[config.mk]
export PLATFORM = sky130hd
export DESIGN_NAME = dabp_top
export DESIGN_NICKNAME = d
export VERILOG_FILES = /design/src/dabp_pkg.sv /design/src/dabp_top.sv /design/src/dabp_value_path.sv
export SDC_FILE = /design/constraint.sdc
export NUM_CORES = 1
export LEC_CHECK = 0
export BUFFER_PORTS_ARGS = -buffer_cell sky130_fd_sc_hd__buf_2
export CAP_MARGIN = 15
export CORE_MARGIN = 10
export CORE_UTILIZATION = 56
export CTS_CLUSTER_DIAMETER = 200
export DETAILED_ROUTE_END_ITERATION = 8
export PLACE_DENSITY = 0.81
export RECOVER_POWER = 25
export SLEW_MARGIN = 0
export SYNTH_ARGS = -nofsm -noshare
export SYNTH_HDL_FRONTEND = slang
export SYNTH_SLANG_ARGS = --single-unit
[constraint.sdc]
create_clock -name pclk -period 6.46 [get_ports pclk]
set_input_delay 0.646 -clock pclk [delete_from_list [all_inputs] [get_ports pclk]]
set_output_delay 0.646 -clock pclk [all_outputs]
set_load 0.02 [all_outputs]
[src/dabp_pkg.sv]
// Shared constants for the diagnostic converter readback and bypass block.
package dabp_pkg;
    // Widths of the converter data, of each register word and of the channel code.
    localparam int ADC_W = 12;
    localparam int REG_W = 16;
    localparam int CH_W = 3;

    // Register indices; the byte address on the bus is four times the index.
    localparam logic [5:0] IDX_LIMIT_FLAGS = 6'h23;
    localparam logic [5:0] IDX_EXT0_RESULT = 6'h24;
    localparam logic [5:0] IDX_EXT1_RESULT = 6'h25;
    localparam logic [5:0] IDX_TEMP_RESULT = 6'h26;
    localparam logic [5:0] IDX_SDMUX_RESULT = 6'h27;
    localparam logic [5:0] IDX_CMP_OFFSET = 6'h28;
    localparam logic [5:0] IDX_DAC_CODE = 6'h2c;
    localparam logic [5:0] IDX_RAW_CONV = 6'h2d;
    localparam logic [5:0] IDX_BYPASS = 6'h2e;
    localparam logic [5:0] IDX_EVT_STATUS = 6'h30;
    localparam logic [5:0] IDX_EVT_MASK = 6'h31;

    // Value of every register after reset.
    localparam logic [15:0] REG_RESET = 16'h0000;

    // Field positions in the bypass register.
    localparam int BYP_SUBST_BIT = 15;
    localparam int BYP_OVERRIDE_BIT = 14;
    localparam int BYP_GND_DIS_BIT = 13;

    // Channel codes on the conversion port.
    localparam logic [2:0] CH_EXT0 = 3'h0;
    localparam logic [2:0] CH_EXT1 = 3'h1;
    localparam logic [2:0] CH_TEMP = 3'h2;
    localparam logic [2:0] CH_REFERENCE = 3'h3;
    localparam logic [2:0] CH_PAD_SUPPLY = 3'h4;
    localparam logic [2:0] CH_CORE_SUPPLY = 3'h5;
    localparam logic [2:0] CH_ZERO_TEMPCO = 3'h6;
    localparam logic [2:0] CH_OUT_VOLTAGE = 3'h7;

    // Flag bit of channel c sits at c plus this base.
    localparam int FLAG_BASE = 1;
    localparam int NUM_CH = 8;

    // Event status bits.
    localparam int EVT_CONV_DONE = 0;
    localparam int EVT_LIMIT_FAIL = 1;
    localparam int EVT_W = 2;

    // Upper end of the result range.
    localparam logic [11:0] ADC_FULL = 12'hfff;
endpackage

[src/dabp_top.sv]
// Register file, limit checks and bypass control of the diagnostic converter.
// What this block does
// - One read-only limit-fail flag per channel, output voltage bit 8 down to external input 0 bit 1.
// - Separate 12-bit results for external input 0, 1, temperature and the diagnostic mux, upper bits zero.
// - The measured comparator offset is readable and corrects each conversion unless overridden or substituted.
// - Under offset override the bypass data is the offset, while the readback keeps the measured value.
// - Under offset override the bypass data is taken as a two's complement number.
// - Every raw conversion lands in a read-only register, without offset and never replaced.
// - Under result substitution the bypass data becomes the channel result and feeds the limit check.
// - With both bypass enables set, the offset override wins and substitution is forced to zero.
// - Bypass bit 13 low samples ground during conversion; high skips that ground sample.
// - A read-only register mirrors the DAC code applied to the analog circuit.
//
// The APB register port was chosen for this implementation.
`timescale 1ns/1ns
`default_nettype none
module dabp_top #(
    parameter int PADDR_W = 8
) (
    input wire logic pclk,
    input wire logic presetn,
    input wire logic psel,
    input wire logic penable,
    input wire logic pwrite,
    input wire logic [PADDR_W-1:0] paddr,
    input wire logic [31:0] pwdata,
    output logic [31:0] prdata,
    output logic pready,
    output logic pslverr,
    input wire logic conv_valid,
    input wire logic [2:0] conv_channel,
    input wire logic [11:0] conv_raw,
    input wire logic offset_valid,
    input wire logic [11:0] offset_measured,
    input wire logic [15:0] dac_code,
    input wire logic [11:0] thr_high,
    input wire logic [11:0] thr_low,
    output logic ground_sample_disable,
    output logic irq
);
    localparam int AW = dabp_pkg::ADC_W;

    // The index decode needs six address bits above the byte lane bits.
    if (PADDR_W < 8) begin : g_addr_w_check
        $error("dabp_top needs PADDR_W of at least 8");
    end

    typedef enum logic [1:0] {
        ST_IDLE = 2'b01,
        ST_RESP = 2'b10
    } dabp_state_t;

    dabp_state_t state;
    dabp_state_t next_state;

    wire logic [15:0] limit_flags;
    logic chan_fail [dabp_pkg::NUM_CH];
    logic [11:0] ext0_result;
    logic [11:0] ext1_result;
    logic [11:0] temp_result;
    logic [11:0] sdmux_result;
    logic [11:0] cmp_offset;
    logic [15:0] dac_applied;
    logic [11:0] raw_conv;
    logic [15:0] bypass;
    logic [1:0] evt_status;
    logic [1:0] evt_mask;

    // True when an index names one of the mapped registers.
    function automatic logic dabp_mapped(input logic [5:0] idx);
        case (idx)
            dabp_pkg::IDX_LIMIT_FLAGS, dabp_pkg::IDX_EXT0_RESULT,
            dabp_pkg::IDX_EXT1_RESULT, dabp_pkg::IDX_TEMP_RESULT,
            dabp_pkg::IDX_SDMUX_RESULT, dabp_pkg::IDX_CMP_OFFSET,
            dabp_pkg::IDX_DAC_CODE, dabp_pkg::IDX_RAW_CONV,
            dabp_pkg::IDX_BYPASS, dabp_pkg::IDX_EVT_STATUS,
            dabp_pkg::IDX_EVT_MASK: dabp_mapped = 1'b1;
            default: dabp_mapped = 1'b0;
        endcase
    endfunction

    // True when a channel code belongs to the diagnostic mux.
    function automatic logic dabp_is_sd(input logic [2:0] ch);
        dabp_is_sd = (ch >= dabp_pkg::CH_REFERENCE);
    endfunction

    // Bus decode; the access completes in the cycle after it is seen.
    wire logic [5:0] idx;
    wire logic lane_ok;
    wire logic hit;
    wire logic take;
    wire logic wr_take;
    wire logic rd_take;
    assign idx = paddr[7:2];
    assign lane_ok = (paddr[1:0] == 2'b00);
    assign hit = lane_ok && dabp_mapped(idx);
    assign take = psel && penable && (state == ST_IDLE);
    // A write lands at the edge where the master samples pready high.
    assign wr_take = psel && penable && pwrite && hit && (state == ST_RESP);
    assign rd_take = take && !pwrite && hit;

    // Effective enables; override has priority over substitution.
    wire logic override_en;
    wire logic subst_en;
    assign override_en = bypass[dabp_pkg::BYP_OVERRIDE_BIT];
    assign subst_en = bypass[dabp_pkg::BYP_SUBST_BIT] && !override_en;

    // Final value of the conversion in flight.
    wire logic [11:0] final_value;
    dabp_value_path #(
        .ADC_W(AW)
    ) u_value_path (
        .raw_value(conv_raw),
        .measured_offset(cmp_offset),
        .bypass_data(bypass[11:0]),
        .offset_override_enable(override_en),
        .result_substitute_enable(subst_en),
        .final_value(final_value)
    );

    // Limit check of the finished value against its thresholds.
    wire logic out_of_range;
    assign out_of_range = (final_value > thr_high)
                          || (final_value < thr_low);

    // Stored write to the bypass register; substitution forced off if both.
    wire logic [15:0] bypass_wr;
    assign bypass_wr = {pwdata[15] & ~pwdata[14], pwdata[14:13],
                        1'b0, pwdata[11:0]};

    // Event status: set wins over clear-on-read.
    wire logic [1:0] evt_set;
    wire logic evt_clr;
    wire logic [1:0] next_evt_status;
    assign evt_set[dabp_pkg::EVT_CONV_DONE] = conv_valid;
    assign evt_set[dabp_pkg::EVT_LIMIT_FAIL] = conv_valid && out_of_range;
    assign evt_clr = rd_take && (idx == dabp_pkg::IDX_EVT_STATUS);
    assign next_evt_status = (evt_clr ? 2'b00 : evt_status) | evt_set;

    // Read multiplexer; reserved bits read as zero.
    logic [15:0] rd_word;
    always_comb begin
        case (idx)
            dabp_pkg::IDX_LIMIT_FLAGS: rd_word = limit_flags;
            dabp_pkg::IDX_EXT0_RESULT: rd_word = {4'h0, ext0_result};
            dabp_pkg::IDX_EXT1_RESULT: rd_word = {4'h0, ext1_result};
            dabp_pkg::IDX_TEMP_RESULT: rd_word = {4'h0, temp_result};
            dabp_pkg::IDX_SDMUX_RESULT: rd_word = {4'h0, sdmux_result};
            dabp_pkg::IDX_CMP_OFFSET: rd_word = {4'h0, cmp_offset};
            dabp_pkg::IDX_DAC_CODE: rd_word = dac_applied;
            dabp_pkg::IDX_RAW_CONV: rd_word = {4'h0, raw_conv};
            dabp_pkg::IDX_BYPASS: rd_word = bypass;
            dabp_pkg::IDX_EVT_STATUS: rd_word = {14'h0000, evt_status};
            dabp_pkg::IDX_EVT_MASK: rd_word = {14'h0000, evt_mask};
            default: rd_word = 16'h0000;
        endcase
    end

    // Bus state: one wait cycle, then a single response cycle.
    always_comb begin
        case (state)
            ST_IDLE: next_state = take ? ST_RESP : ST_IDLE;
            ST_RESP: next_state = ST_IDLE;
            default: next_state = ST_IDLE;
        endcase
    end

    // Bus response flops.
    always_ff @(posedge pclk or negedge presetn) begin
        if (!presetn) begin
            state <= ST_IDLE;
            pready <= 1'b0;
            pslverr <= 1'b0;
            prdata <= 32'h0000_0000;
        end else begin
            state <= next_state;
            pready <= take;
            pslverr <= take && !hit;
            if (take) begin
                prdata <= (!pwrite && hit) ? {16'h0000, rd_word}
                                           : 32'h0000_0000;
            end
        end
    end

    // Writable registers; writes to read-only words are ignored.
    always_ff @(posedge pclk or negedge presetn) begin
        if (!presetn) begin
            bypass <= dabp_pkg::REG_RESET;
            evt_mask <= 2'b00;
            ground_sample_disable <= 1'b0;
        end else if (wr_take && idx == dabp_pkg::IDX_BYPASS) begin
            bypass <= bypass_wr;
            ground_sample_disable <= pwdata[dabp_pkg::BYP_GND_DIS_BIT];
        end else if (wr_take && idx == dabp_pkg::IDX_EVT_MASK) begin
            evt_mask <= pwdata[1:0];
        end
    end

    // Measured offset and DAC code tracking; bypass never touches them.
    always_ff @(posedge pclk or negedge presetn) begin
        if (!presetn) begin
            cmp_offset <= 12'h000;
            dac_applied <= dabp_pkg::REG_RESET;
        end else begin
            dac_applied <= dac_code;
            if (offset_valid) begin
                cmp_offset <= offset_measured;
            end
        end
    end

    // Raw value and per-channel results, written at each finished conversion.
    always_ff @(posedge pclk or negedge presetn) begin
        if (!presetn) begin
            raw_conv <= 12'h000;
            ext0_result <= 12'h000;
            ext1_result <= 12'h000;
            temp_result <= 12'h000;
            sdmux_result <= 12'h000;
        end else if (conv_valid) begin
            raw_conv <= conv_raw;
            if (conv_channel == dabp_pkg::CH_EXT0) begin
                ext0_result <= final_value;
            end
            if (conv_channel == dabp_pkg::CH_EXT1) begin
                ext1_result <= final_value;
            end
            if (conv_channel == dabp_pkg::CH_TEMP) begin
                temp_result <= final_value;
            end
            if (dabp_is_sd(conv_channel)) begin
                sdmux_result <= final_value;
            end
        end
    end

    // One flag per channel, reflecting that channel's latest check.
    genvar g;
    generate
        for (g = 0; g < dabp_pkg::NUM_CH; g++) begin : g_flag
            always_ff @(posedge pclk or negedge presetn) begin
                if (!presetn) begin
                    chan_fail[g] <= 1'b0;
                end else if (conv_valid && conv_channel == 3'(g)) begin
                    chan_fail[g] <= out_of_range;
                end
            end
            assign limit_flags[g + dabp_pkg::FLAG_BASE] = chan_fail[g];
        end
    endgenerate
    assign limit_flags[0] = 1'b0;
    assign limit_flags[15:9] = 7'h00;

    // Events and the level interrupt.
    always_ff @(posedge pclk or negedge presetn) begin
        if (!presetn) begin
            evt_status <= 2'b00;
            irq <= 1'b0;
        end else begin
            evt_status <= next_evt_status;
            irq <= |(next_evt_status & evt_mask);
        end
    end

    // Checks on the block's own behaviour.
    a_flag_from_limit: assert property (
        @(posedge pclk) disable iff (!presetn)
        conv_valid && out_of_range && conv_channel == dabp_pkg::CH_TEMP
        |=> limit_flags[3] && evt_status[dabp_pkg::EVT_LIMIT_FAIL])
        else $error("limit fail did not set the temperature flag");

    a_flags_reserved_zero: assert property (
        @(posedge pclk) disable iff (!presetn)
        pready && !pslverr && $past(idx) == dabp_pkg::IDX_LIMIT_FLAGS
        && !$past(pwrite) |-> prdata[31:9] == '0 && prdata[0] == 1'b0)
        else $error("reserved flag bits read nonzero");

    a_ext1_result_path: assert property (
        @(posedge pclk) disable iff (!presetn)
        conv_valid && conv_channel == dabp_pkg::CH_EXT1 && !subst_en
        && !override_en && cmp_offset == 12'h000
        |=> ext1_result == $past(conv_raw))
        else $error("external input 1 result not stored");

    a_offset_kept: assert property (
        @(posedge pclk) disable iff (!presetn)
        !offset_valid |=> $stable(cmp_offset))
        else $error("offset readback changed without a measurement");

    a_override_signed: assert property (
        @(posedge pclk) disable iff (!presetn)
        conv_valid && override_en && bypass[11] && !conv_raw[11]
        && conv_channel == dabp_pkg::CH_EXT0
        |=> ext0_result == $past(conv_raw) - $past(bypass[11:0]))
        else $error("override offset not taken as signed");

    a_raw_untouched: assert property (
        @(posedge pclk) disable iff (!presetn)
        conv_valid |=> raw_conv == $past(conv_raw))
        else $error("raw register differs from converter value");

    a_substitute_value: assert property (
        @(posedge pclk) disable iff (!presetn)
        conv_valid && subst_en && conv_channel == dabp_pkg::CH_TEMP
        |=> temp_result == $past(bypass[11:0]))
        else $error("substituted value missing from result");

    a_override_priority: assert property (
        @(posedge pclk) disable iff (!presetn)
        bypass[dabp_pkg::BYP_OVERRIDE_BIT]
        |-> !bypass[dabp_pkg::BYP_SUBST_BIT])
        else $error("both bypass enables stored");

    a_ground_sample: assert property (
        @(posedge pclk) disable iff (!presetn)
        wr_take && idx == dabp_pkg::IDX_BYPASS
        |=> ground_sample_disable == $past(pwdata[13]) ##1
            $stable(ground_sample_disable) || $past(wr_take))
        else $error("ground sample control not following bit 13");

    a_dac_mirror: assert property (
        @(posedge pclk) disable iff (!presetn)
        ##1 dac_applied == $past(dac_code))
        else $error("applied code not mirrored");

    a_irq_level: assert property (
        @(posedge pclk) disable iff (!presetn)
        conv_valid && evt_mask[dabp_pkg::EVT_CONV_DONE] |=> irq [*1])
        else $error("interrupt missing after unmasked event");

    a_refused_answer: assert property (
        @(posedge pclk) disable iff (!presetn)
        take && !hit |=> pready && pslverr && prdata == 32'h0000_0000)
        else $error("refused access answered without error");

    a_one_answer: assert property (
        @(posedge pclk) disable iff (!presetn)
        take |=> pready ##1 !pready)
        else $error("bus answer not a single cycle");

    a_ground_mirror: assert property (
        @(posedge pclk) disable iff (!presetn)
        ground_sample_disable == bypass[dabp_pkg::BYP_GND_DIS_BIT])
        else $error("ground sample control differs from bypass bit");

    a_status_sticky: assert property (
        @(posedge pclk) disable iff (!presetn)
        evt_status[dabp_pkg::EVT_LIMIT_FAIL] && !evt_clr
        |=> evt_status[dabp_pkg::EVT_LIMIT_FAIL])
        else $error("limit fail status dropped without a read");
endmodule
`default_nettype wire

[src/dabp_value_path.sv]
// Offset correction and substitution of one conversion value.
`timescale 1ns/1ns
`default_nettype none
module dabp_value_path #(
    parameter int ADC_W = 12
) (
    input wire logic [ADC_W-1:0] raw_value,
    input wire logic [ADC_W-1:0] measured_offset,
    input wire logic [ADC_W-1:0] bypass_data,
    input wire logic offset_override_enable,
    input wire logic result_substitute_enable,
    output logic [ADC_W-1:0] final_value
);
    localparam int EXT_W = ADC_W + 2;
    localparam logic signed [EXT_W-1:0] TOP = EXT_W'((1 << ADC_W) - 1);

    wire logic [ADC_W-1:0] use_offset;
    wire logic signed [EXT_W-1:0] raw_ext;
    wire logic signed [EXT_W-1:0] off_ext;
    wire logic signed [EXT_W-1:0] diff;
    wire logic [ADC_W-1:0] clamped;

    // Override takes priority; the bypass data is then a signed offset.
    assign use_offset = offset_override_enable ? bypass_data
                                               : measured_offset;
    assign raw_ext = $signed({2'b00, raw_value});
    assign off_ext = $signed({{2{use_offset[ADC_W-1]}}, use_offset});
    assign diff = raw_ext - off_ext;

    // Clamp so that a large offset never wraps a result round the scale.
    assign clamped = (diff < 0) ? '0 :
                     (diff > TOP) ? TOP[ADC_W-1:0] : diff[ADC_W-1:0];

    // Substitution ignores the offset entirely.
    assign final_value = (result_substitute_enable && !offset_override_enable)
                         ? bypass_data : clamped;
endmodule
`default_nettype wire
==> out/metrics.yaml <==
status: "finished, violations left"
violations: "capacitance limit, slew limit"
num_antenna_cells: 0
hpwlAfterDp_um: 16400
antenna_found_initial: 0
syn_to_final_growth_pct: 15.6
wl_per_cell_um: 20.5
drcViolationCount: 0
p_leak_nw: 4.13
r2r_setup_slack_ns: 0.69
viasPerCell: 6.08
cts_setup_buffers: 0
cp-start-kind: "flip-flop"
cp-end-kind: "flip-flop"
cts_made_buffers: 17
grt_use_total_pct: 23.5
synth_area_um2: 7680
finalSetupViolations: 0
reg2reg_from: "bypass[14]$_DFFE_PN0P_"
synth-edff-count: 0
first_global_vias: 6427
vias: 6442
num_rows: 42
cts_root_buf: "clkbuf_16"
hold_depth: 1
synthCells: 764
path_clk_slew_ns: 0.06
synth_top_area_share_pct: 43.6
yosys_warnings: 0
yosys.area.top_type: "dfrtp_1"
nets: 1023
grt_pass1_wl_um: 34200
crit_fanout: 12
final_common_cell: "dfrtp_1"
die_area_um2: 18800
reg2reg_to: "chan_fail[3]$_DFFE_PN0P_"
reg2regPathDepth: 17
cts_resized: 0
portBuffers: 116
start_util_pct: 57.6
mostFrequentLayoutCells: "dfrtp_1, buf_2, nor2_1, mux2_2, a21oi_1"
crit_type: "reg2reg"
clock_skew_ns: 0.00935
worst_slack_ns: 0.686
async_reset_ff_share_pct: 100
tns_ns: 0
drt_iter0_drc: 652
syn_avg_cell_area_um2: 10.1
fmax_mhz: 173
drt_wl_total_um: 21700
period_share_pct: 89.4
synth_flop_cell: "dfrtp_1"
p_per_area_nw_per_um2: 289
ir_drop_mv: 0.229
synth.area.top_cells: "dfrtp_1, mux2_2, ha_1"
clock_latency_ns: 0.42
ctsHoldBuffers: 0
cts_tree: "yes"
gp_congestion: 0.948
clk_path_buf_depth: 2
grt_max_degree: 77
place_ws_ns: 0.838
drtAntennaViolNets: 0
grt_setup_unrepaired: "no"
hold_end: "dac_applied[5]$_DFF_PN0_"
maxSlewViolCount: 77
htree_levels: 4
drive_above_1_share_pct: 25.0
cts_num_sinks: 135
first_pass_iters: 5
grt.overflow.total: 0
tightest_slew_ns: 4.03
die_h_um: 137
post-route-min-period_ns: 5.77
whs_ns: 0.325
hold_violations: 0
holdCritStartpoint: "dac_code[5]"
yosysSeqAreaShare_pct: 44.0
required_ns: 6.82
arrival_ns: 6.14
slew_headroom_pct: -169
holdCritPathClass: "in2reg"
ys_types: 65
io_pins: 150
core-area_um2: 13300
die_w_um: 137
max_cap_violations: 1
ys_ff_latch: 135
[synth_stat cells, drive strengths merged, types with 11 or more instances]
library cell  number
a22o              18
nor2b             12
a22oi             33
nand3             23
a21oi             54
ha                38
a221oi            11
dfrtp            134
o221ai            11
nor2              61
buf               26
clkbuf            24
inv               32
mux2i             16
mux2              61
o21ai             49
nand2             51
[critical path, stage by stage (launching register included)]
cell and delay, ns:
dfrtp_1 0.44, buf_4 0.27, mux2i_1 0.27, ha_1 0.29, a21oi_1 0.26, nor2b_1 0.25, a21oi_1 0.11, or4_1 0.49
mux2i_4 0.38, nor2_1 0.19, o21ai_0 0.50, ha_1 0.35, a2111oi_0 0.44, a21oi_1 0.12, a2111oi_0 0.65, o31a_1 0.24
a311o_2 0.25, mux2_2 0.20
[layer usage]
layer	GRT usage (%)	part of all wire, %	vias to the layer above
met2	37.4	47	322
li1	-	-	2988
met5	0	0	-
met3	8.36	10	42
met1	29.3	40	3090
met4	6.91	2.2	0
[sequential cells by signal (all words and copies together), names as in the netlist]
register      flops
pready            1
pslverr           1
evt_status        2
chan_fail         8
bypass           15
irq               1
cmp_offset       12
temp_result      12
ext0_result      12
state             1
raw_conv         12
sdmux_result     12
ext1_result      12
dac_applied      16
evt_mask          2
prdata           16
[cells by family (layout without fill, tap and decap cells)]
family	after synthesis	count (layout)	synth area share, %
AND/OR/NAND/NOR	198	198	12.4
buffers and inverters	82	186	5.16
multiplexers	77	77	11.2
flip-flops	135	135	44.0
adder cells (fa/ha/maj)	39	39	6.45
other	1	16	0.0488
AO/OA/AOI/OAI	224	224	19.9
XOR/XNOR	8	8	0.912
[layout make-up]
class	count	area [um2]
timing repair buffer	122	623
inverter	32	120
multi-input combinational	562	3960
clock inverter	7	93.8
sequential	135	3380
clock buffer	25	485
fill	1090	4460
tap	176	220
[how the worst max path moves through the flow]
stage	slack [ns]	depth (start not counted)	to	start
final	0.69	17	chan_fail[3]$_DFFE_PN0P_	bypass[14]$_DFFE_PN0P_
after global routing	0.41	17	chan_fail[2]$_DFFE_PN0P_	bypass[14]$_DFFE_PN0P_
after CTS	0.82	17	chan_fail[3]$_DFFE_PN0P_	bypass[14]$_DFFE_PN0P_
after detailed placement	0.84	17	chan_fail[3]$_DFFE_PN0P_	bypass[14]$_DFFE_PN0P_
after global placement	0.98	19	chan_fail[7]$_DFFE_PN0P_	conv_raw[0]
after floorplan	1.49	19	chan_fail[7]$_DFFE_PN0P_	bypass[14]$_DFFE_PN0P_
[power breakdown]
group	switching, W	total (W)	leakage [nW]	internal, W
clock	0.000357	0.000954	0.277	0.000598
sequential	0.0000784	0.00105	1.70	0.000973
combinational	0.000327	0.000558	2.16	0.000232
total	0.000762	0.00256	4.13	0.00180
[per-stage QoR]
step,std cells,cell area (um2),utilization [%],total power [W]
2_1_floorplan,779,7740,-,0.00143
3_3_place_gp,1027,8310,62.3,0.00159
3_5_place_dp,1027,8310,62.3,0.00161
4_1_cts,1059,8890,66.6,0.00256
5_1_grt,1059,8890,66.6,0.00269
6_report,1059,8890,66.6,0.00256
Power figures use the tool's default switching activity.
